`src/logic/psw_params.svh`:
```
`ifndef PSW_PARAMS_SVH
`define PSW_PARAMS_SVH

// ====================================================
// register map
`define PSW_ADDR 8'hd0
`define PSW_RESET 8'h00
// ====================================================
// field positions
`define PSW_BIT_CY 3'h7
`define PSW_BIT_AC 3'h6
`define PSW_BIT_UA 3'h5
`define PSW_BIT_RS1 3'h4
`define PSW_BIT_RS0 3'h3
`define PSW_BIT_OV 3'h2
`define PSW_BIT_UB 3'h1
`define PSW_BIT_PAR 3'h0
// ====================================================
// bank geometry and limits
`define PSW_BANK_SHIFT 3
`define PSW_MUL_MAX 16'h00ff

`endif

```
`src/logic/psw_pkg.sv`:
```
// ====================================================
// operation codes from the arithmetic datapath
package psw_pkg;
	typedef enum logic [2:0] {
		PSW_OP_NONE,
		PSW_OP_ADD,
		PSW_OP_ADDC,
		PSW_OP_SUBB,
		PSW_OP_MUL,
		PSW_OP_DIV,
		PSW_OP_OTHER
	} psw_op_t;
endpackage

```
`src/logic/psw_flags.sv`:
```
`include "psw_params.svh"

module psw_flags (
	// clock and reset
	input wire logic clk_sys,
	input wire logic reset_n,
	// arithmetic datapath
	input wire logic op_valid,
	input wire psw_pkg::psw_op_t op_code,
	input wire logic [7:0] op_a,
	input wire logic [7:0] op_b,
	input wire logic [7:0] acc,
	// sfr bus
	input wire logic [7:0] sfr_addr,
	input wire logic sfr_wr,
	input wire logic [7:0] sfr_wdata,
	input wire logic sfr_bit_wr,
	input wire logic [2:0] sfr_bit_sel,
	input wire logic sfr_bit_val,
	input wire logic [4:0] reg_index,
	// results
	output logic [7:0] sfr_rdata,
	output logic [7:0] program_status_word,
	output logic [1:0] bank_select,
	output logic [7:0] reg_addr
);

	// ====================================================
	// reset release
	logic rst_meta, rst_sync_n;

	// two stages so release is glitch free
	always_ff @(posedge clk_sys or negedge reset_n) begin
		if (!reset_n) begin
			rst_meta <= 1'b0;
			rst_sync_n <= 1'b0;
		end else begin
			rst_meta <= 1'b1;
			rst_sync_n <= rst_meta;
		end
	end

	// ====================================================
	// arithmetic helpers
	function automatic logic [8:0] add9(input logic [7:0] a,
		input logic [7:0] b, input logic c);
		add9 = {1'b0, a} + {1'b0, b} + {8'h00, c};
	endfunction

	function automatic logic [4:0] add5(input logic [3:0] a,
		input logic [3:0] b, input logic c);
		add5 = {1'b0, a} + {1'b0, b} + {4'h0, c};
	endfunction

	// ====================================================
	// flag state
	logic carry_flag, aux_carry_flag, overflow_flag;
	logic user_flag_a, user_flag_b;
	logic parity; // combinational from acc
	logic [7:0] psw_now; // assembled word
	logic sel; // status word addressed
	logic [8:0] sum; // byte result with carry
	logic [4:0] nib; // low nibble result
	logic [15:0] prod; // multiply product
	logic cin; // effective carry in
	logic next_cy, next_ac, next_ov, upd_cy, upd_ov;

	assign sel = (sfr_addr == `PSW_ADDR);
	assign parity = ^acc;
	assign psw_now = {carry_flag, aux_carry_flag, user_flag_a,
		bank_select, overflow_flag, user_flag_b, parity};
	assign prod = op_a * op_b;

	// flag results per operation
	always_comb begin
		cin = 1'b0;
		sum = 9'h000;
		nib = 5'h00;
		next_cy = 1'b0;
		next_ac = 1'b0;
		next_ov = 1'b0;
		upd_cy = 1'b0;
		upd_ov = 1'b0;
		case (op_code)
			psw_pkg::PSW_OP_ADD, psw_pkg::PSW_OP_ADDC: begin
				cin = (op_code == psw_pkg::PSW_OP_ADDC) & carry_flag;
				sum = add9(op_a, op_b, cin);
				nib = add5(op_a[3:0], op_b[3:0], cin);
				next_cy = sum[8];
				next_ac = nib[4];
				// same sign in, other sign out
				next_ov = (op_a[7] == op_b[7]) &&
					(sum[7] != op_a[7]);
				upd_cy = 1'b1;
				upd_ov = 1'b1;
			end
			psw_pkg::PSW_OP_SUBB: begin
				// subtract as a + ~b + ~borrow, borrow = !carry
				sum = add9(op_a, ~op_b, ~carry_flag);
				nib = add5(op_a[3:0], ~op_b[3:0], ~carry_flag);
				next_cy = ~sum[8];
				next_ac = ~nib[4];
				next_ov = (op_a[7] != op_b[7]) &&
					(sum[7] != op_a[7]);
				upd_cy = 1'b1;
				upd_ov = 1'b1;
			end
			psw_pkg::PSW_OP_MUL: begin
				// multiply and divide clear the carries
				next_ov = (prod > `PSW_MUL_MAX);
				upd_cy = 1'b1;
				upd_ov = 1'b1;
			end
			psw_pkg::PSW_OP_DIV: begin
				next_ov = (op_b == 8'h00);
				upd_cy = 1'b1;
				upd_ov = 1'b1;
			end
			psw_pkg::PSW_OP_OTHER: begin
				// other arithmetic clears both carries
				upd_cy = 1'b1;
			end
			default: begin
				upd_cy = 1'b0;
			end
		endcase
	end

	// ====================================================
	// carry flags: arithmetic wins over a software write
	always_ff @(posedge clk_sys or negedge rst_sync_n) begin
		if (!rst_sync_n) begin
			carry_flag <= 1'b0;
			aux_carry_flag <= 1'b0;
		end else if (op_valid && upd_cy) begin
			carry_flag <= next_cy;
			aux_carry_flag <= next_ac;
		end else if (sel && sfr_wr) begin
			carry_flag <= sfr_wdata[`PSW_BIT_CY];
			aux_carry_flag <= sfr_wdata[`PSW_BIT_AC];
		end else if (sel && sfr_bit_wr) begin
			if (sfr_bit_sel == `PSW_BIT_CY)
				carry_flag <= sfr_bit_val;
			if (sfr_bit_sel == `PSW_BIT_AC)
				aux_carry_flag <= sfr_bit_val;
		end
	end

	// overflow flag
	always_ff @(posedge clk_sys or negedge rst_sync_n) begin
		if (!rst_sync_n) begin
			overflow_flag <= 1'b0;
		end else if (op_valid && upd_ov) begin
			overflow_flag <= next_ov;
		end else if (sel && sfr_wr) begin
			overflow_flag <= sfr_wdata[`PSW_BIT_OV];
		end else if (sel && sfr_bit_wr &&
			sfr_bit_sel == `PSW_BIT_OV) begin
			overflow_flag <= sfr_bit_val;
		end
	end

	// user flags and bank select, software only
	always_ff @(posedge clk_sys or negedge rst_sync_n) begin
		if (!rst_sync_n) begin
			user_flag_a <= 1'b0;
			user_flag_b <= 1'b0;
			bank_select <= 2'h0;
		end else if (sel && sfr_wr) begin
			user_flag_a <= sfr_wdata[`PSW_BIT_UA];
			user_flag_b <= sfr_wdata[`PSW_BIT_UB];
			bank_select <= sfr_wdata[`PSW_BIT_RS1:`PSW_BIT_RS0];
		end else if (sel && sfr_bit_wr) begin
			case (sfr_bit_sel)
				`PSW_BIT_UA: user_flag_a <= sfr_bit_val;
				`PSW_BIT_UB: user_flag_b <= sfr_bit_val;
				`PSW_BIT_RS1: bank_select[1] <= sfr_bit_val;
				`PSW_BIT_RS0: bank_select[0] <= sfr_bit_val;
				default: user_flag_a <= user_flag_a;
			endcase
		end
	end

	// ====================================================
	// registered outputs; parity bit ignores writes
	always_ff @(posedge clk_sys or negedge rst_sync_n) begin
		if (!rst_sync_n) begin
			program_status_word <= `PSW_RESET;
			sfr_rdata <= 8'h00;
			reg_addr <= 8'h00;
		end else begin
			program_status_word <= psw_now;
			sfr_rdata <= sel ? psw_now : 8'h00;
			// bank base plus register number
			reg_addr <= {3'h0, bank_select,
				reg_index[2:0]};
		end
	end
endmodule

```
`config.mk`:
```
export PLATFORM = sky130hd
export DESIGN_NAME = psw_flags
export DESIGN_NICKNAME = d
export VERILOG_FILES = /design/src/logic/psw_pkg.sv /design/src/logic/psw_flags.sv
export VERILOG_INCLUDE_DIRS = /design/src /design/src/logic
export SDC_FILE = /design/constraint.sdc
export NUM_CORES = 1
export LEC_CHECK = 0
export BUFFER_PORTS_ARGS = -buffer_cell sky130_fd_sc_hd__buf_2
export CORE_MARGIN = 5
export CORE_UTILIZATION = 52
export CTS_BUF_LIST = sky130_fd_sc_hd__clkbuf_8
export DETAILED_ROUTE_END_ITERATION = 8
export PLACE_DENSITY = 0.88
export SLEW_MARGIN = 25
export SYNTH_ARGS = -nofsm -noshare
export SYNTH_HDL_FRONTEND = slang
export SYNTH_SLANG_ARGS = --single-unit
```
`constraint.sdc`:
```
create_clock -name clk_sys -period 1 [get_ports clk_sys]
set_clock_uncertainty 0.15 [all_clocks]
set_input_delay 0.05 -clock clk_sys [delete_from_list [all_inputs] [get_ports clk_sys]]
set_output_delay 0.05 -clock clk_sys [all_outputs]
set_load 0.02 [all_outputs]
```
# Word-level counts from Yosys, hierarchy flattened
# Cells that the tools add are included.
# totals
regBits	30
latch_bits	0
ramBits	0
romBits	0
input_bits	57
out_inout_bits	26
word_cells	100
memories	0
# classes
add_sub_neg	8
multipliers	1
n_div	0
order_cmp	1
n_eq_ne	18
shift	0
n_mux	27
bitwise	6
reduce_logical	27
# ops
op	n
3-bit == test, second input constant	7
1-bit 2-to-1 mux	21
8-bit by 8-bit adder with 9-bit output	2
9-bit by 1-bit adder with 9-bit output	2
16-bit by 8-bit greater-than comparator with 1-bit output, second input constant	1
8-bit by 8-bit multiplier with 16-bit output	1
3-bit by 2-bit == test with 1-bit output, second input constant	4
2-bit AND reduction	6
3-bit nonzero test	4
4-bit by 4-bit adder with 5-bit output	2
5-bit by 1-bit adder with 5-bit output	2
2-bit nonzero test	5
8-bit == test, second input constant	1
8-bit logical NOT	1
8-bit 2-to-1 mux	1
8-bit NOT	1
8-bit parity	1
1-bit logical AND	7
3-bit by 1-bit == test with 1-bit output, second input constant	2
6-bit OR reduction	1
5-bit OR reduction	1
2-bit 2-to-1 mux	2
4-bit NOT	1
1-bit case mux with 2 select lines	2
6 further kinds	10

# Longest topological paths before layout
# logic_depth
word_depth	7
ltp_mapped	17
ltp_nobuf	16

# Least setup slack after synthesis
# Ideal clock, no wire load.
# synth_timing
path_kind	input -> register
start	input port op_b[7]
end	register overflow_flag
setup_time_ps	139
arrival_ps	3824
required_time_ps	711
slack_ps	-3113
path_stages	16
n_path_buf	1
cell_sequence	buf_2 > nand2_1 > fa_1 > fa_1 > inv_1 > fa_1 > inv_1 > fa_1 > inv_1 > ha_1 > nand3_1 > o2111ai_1 > mux2i_1 > o221ai_1 > nor4b_1 > o22ai_2
# synth_between
elab_chain_len	7
elab_cells_between_ends	16
cone_classes	add/sub: 4; mul: 1; order compare: 1; eq/ne: 4; mux: 2; bitwise: 1; reduce/logical: 3
# synth_rtl
element	line	text
start, declared	psw_flags.sv:11	input wire logic [7:0] op_b,
branches (longest 5 deep; another with 8-bit by 8-bit multiplier with 16-bit output)	--	
1-bit case mux with 4 select lines (*)	psw_flags.sv:84	case (op_code)
1-bit 2-to-1 mux (*)	psw_flags.sv:153	end else if (op_valid && upd_ov) begin
end signal, assigned	psw_flags.sv:154	overflow_flag <= next_ov;
end signal, assigned	psw_flags.sv:156	overflow_flag <= sfr_wdata[`PSW_BIT_OV];
end signal, assigned	psw_flags.sv:159	overflow_flag <= sfr_bit_val;
end, declared	psw_flags.sv:57	logic carry_flag, aux_carry_flag, overflow_flag;
# Every way passes the cells marked *.
# A chain may end at the register's enable or synchronous reset.

# Worst setup path after layout
# layout_timing
start	input port op_b[2]
end	register overflow_flag
# The elaborated chain is that of the path after synthesis.

==> qor.yml <==
final_layout:
  area_delta_synth_final_pct: 46.63
  fin_cells: 700
  final_area_sq_um: 5796
  postLayoutCoreUtil: 0.7906
  nets: 747
  antenna_cells: 0
  drive_above_1_share: 0.3777
sta:
  fin_ws_ns: -3.181
  timing.fmax_mhz: 239.2
  slew_violations: 0
  final_hold_viol_count: 0
  setup_viol: 35
  fin_crit_sh: 4.181
  fin_tns_setup_ns: -7.669
  period_minus_slack_ns: 4.181
  holdWs_ns: 0.02828
  rsz0062_at_grt: "yes"
synth:
  synth_top_cell_by_area: "fa_1"
  yosysUniqueCellTypes: 65
  synthXorXnorAreaFrac: 0.02406
  synth_compound_area_frac: 0.1250
  synth_top_area_share: 0.1823
  yosysWarnings: 0
  synthSimpleGateAreaFrac: 0.2089
  synth_area_sq_um: 3953
  synthFlopType: "dfrtp_1"
  synth.area.mux_share: 0.02343
  synth_edf_count: 0
  synth-seq-cells: 28
  syn_avg_cell_area_sq_um: 9.128
  synth_top_family_by_area: "adder cells"
  yosys-top-cells-area: "fa_1 18%, dfrtp_1 18%, ha_1 16%"
  synth_seq_area_share: 0.1773
  synth_fa_ha_area_frac: 0.3469
  syn_inst: 433
  ys_async_sr_fraction: 1.000
route:
  drt-initial-drc-count: 582
  vias_per_cell: 6.166
  wl_microns: 15770
  ant_nets: 0
  dr.pass1.iters: 7
  wl_per_cell_microns: 22.53
  vias: 4316
  drc: 0
status:
  violations: "setup timing"
  run_status: "complete, but fails checks"
power:
  peakVddDrop_v: 0.001066
  powerDensity_nw_per_um2: 1452
  p_leak_nw: 2.943
  power.total_mw: 8.416
floorplanning:
  die_y_microns: 97.19
  fp.dieW_microns: 97.19
  core_area_sq_um: 7331
  start_util: 0.5392
  ios: 83
  num_rows: 31
  dieArea_sq_um: 9445
grt:
  grtUsageTotal: 0.2739
  grt_max_degree: 27
  grt_pass1_vias: 4397
  overflow: 0
  antenna_found_initial: 0
  grt_pass1_wl_microns: 21240
critical_path:
  path_cells: "buf_8 > and2_4 > fa_1 > fa_1 > fa_1 > inv_2 > fa_1 > inv_2 > ha_4 > or2_2 > a21oi_1 > a31oi_1 > mux2i_1 > nor4b_2 > o22ai_2"
  arrival_ns: 4.21
  crit_family: "adder cells"
  worst-path-buf-inv: 3
  r2r_setup_slack_ns: -1.06
  rr_worst_depth: 6
  crit_path_top_delay_cell: "fa_1"
  slowest_delay_ns: 0.60
  start_kind: "input pin"
  crit_fanout: 7
  crit_type: "in2reg"
  endpoint_kind: "flop"
  worstReg2RegEnd: "overflow_flag"
  cp.required_ns: 1.02
  cpMostUsedCell: "fa_1"
  rr_startpoint: "carry_flag"
cts:
  cts_tree: "done"
  clk_path_buf_depth: 2
  insertion_delay_ns: 0.30
  cts_buffers: 3
  clockRootBuffer: "clkbuf_8"
  path_clk_slew_ns: 0.12
  clkSinkCount: 28
  htreeDepth: 1
min_path:
  worstHoldPathCells: 4
  worstHoldPathType: "in2reg"
  holdPathEnd: "program_status_word[0]"
  min_from: "acc[6]"
placed_design:
  place_area_sq_um: 5051
  dp_hpwl_microns: 8699
  place_inst: 674
  dp_slack_ns: -3.344
  globalplace.congestion: 0.9190
  port_buffers: 76
flow_run:
  drv_cap: 0
-- registers in the layout, indices dropped and copies added (netlist names) --
register	cells
overflow_flag	1
rst_sync_n	1
bank_select	2
rst_meta	1
sfr_rdata	8
program_status_word	8
aux_carry_flag	1
user_flag_b	1
carry_flag	1
user_flag_a	1
reg_addr	3
-- routing by layer --
metal | global-route usage | wire length (microns) | up-vias
met3 | 0.04882 | 1434 | 151
met1 | 0.3016 | 5398 | 2030
met2 | 0.4910 | 7485 | 351
met4 | 0.1587 | 1454 | 0
li1 | - | - | 1784
met5 | 0 | 0 | -
-- where the power goes --
group          switching [mW]  internal, mW
Clock                   0.406         0.355
Combinational            3.36          3.02
Sequential             0.0723          1.21
Total                    3.83          4.58
-- logic make-up (layout without fill, tap and decap cells) --
group,Yosys count,in the layout
buf+inv,84,250
compound gates,70,70
flops,28,28
mux,9,9
fa+ha+maj,88,88
xor+xnor,10,10
simple gates,142,142
other cells,2,4
-- final cells by class --
type	instances	area, sq um
tap	99	123.9
multi-input combinational	323	3188
timing repair buffer	178	1470
inverter	68	257.7
sequential	28	700.7
clock buffer	4	55.05
fill	376	1535
-- tightest hold or removal path, delay by kind of cell --
kind | cells | cell delay [ns]
xor gates and xnor gates | 3 | 0.31
buffers and inverters | 1 | 0.08
-- what timing repair did --
action | CTS | global route
hold buffers | 10 | 0
endpoints found under the setup margin | 23 | 32
resized for setup | 70 | 63
gates cloned | 0 | 0
endpoints found under the hold margin | 9 | 0
pin swaps | 21 | 26
setup buffers | 8 | 6
-- Yosys cell counts, drive strengths merged (3+ instances only) --
| master | n |
|---|---|
| nor2b | 4 |
| ha | 52 |
| fa | 36 |
| a31oi | 5 |
| a21o | 5 |
| nand2 | 26 |
| o21ai | 9 |
| nor4b | 3 |
| nand2b | 7 |
| mux2i | 7 |
| and3 | 10 |
| nor3 | 10 |
| o31ai | 3 |
| nand4 | 4 |
| a21oi | 22 |
| inv | 68 |
| dfrtp | 28 |
| nand3 | 6 |
| xnor2 | 8 |
| o2111ai | 3 |
| buf | 14 |
| nor2 | 12 |
| and2 | 47 |
-- cells in the final DEF (no fill, tap or decap), types with 5 or more instances in the layout --
cell type      synthesis  layout
a21o_1                 5       5
xnor2_1                7       7
and2_1                47      39
ha_1                  52      45
nor3_1                10       8
dlygate4sd3_1          0      10
buf_8                  0       5
mux2i_1                7       7
o21ai_1                2       6
nand2b_1               7       7
and2_4                 0       8
buf_4                 10      82
inv_1                 68      63
and3_1                10       8
dfrtp_1               28      28
a21oi_1               21      19
buf_6                  1      41
nor2_1                12      11
nand2_1               26      23
ha_4                   0       6
buf_2                  3      38
fa_1                  36      34
-- worst max path at each step --
stage                     startpoint       endpoint  slack, ns  cells past startpoint
after floorplan              op_b[5]  overflow_flag      -2.87                     16
after global placement       op_b[4]  overflow_flag      -3.23                     15
after detailed placement     op_b[4]  overflow_flag      -3.34                     15
after CTS                    op_a[4]  overflow_flag      -2.90                     15
after global routing         op_a[1]  overflow_flag      -3.19                     15
final                        op_b[2]  overflow_flag      -3.18                     15
(Power assumes the default switching activity.)
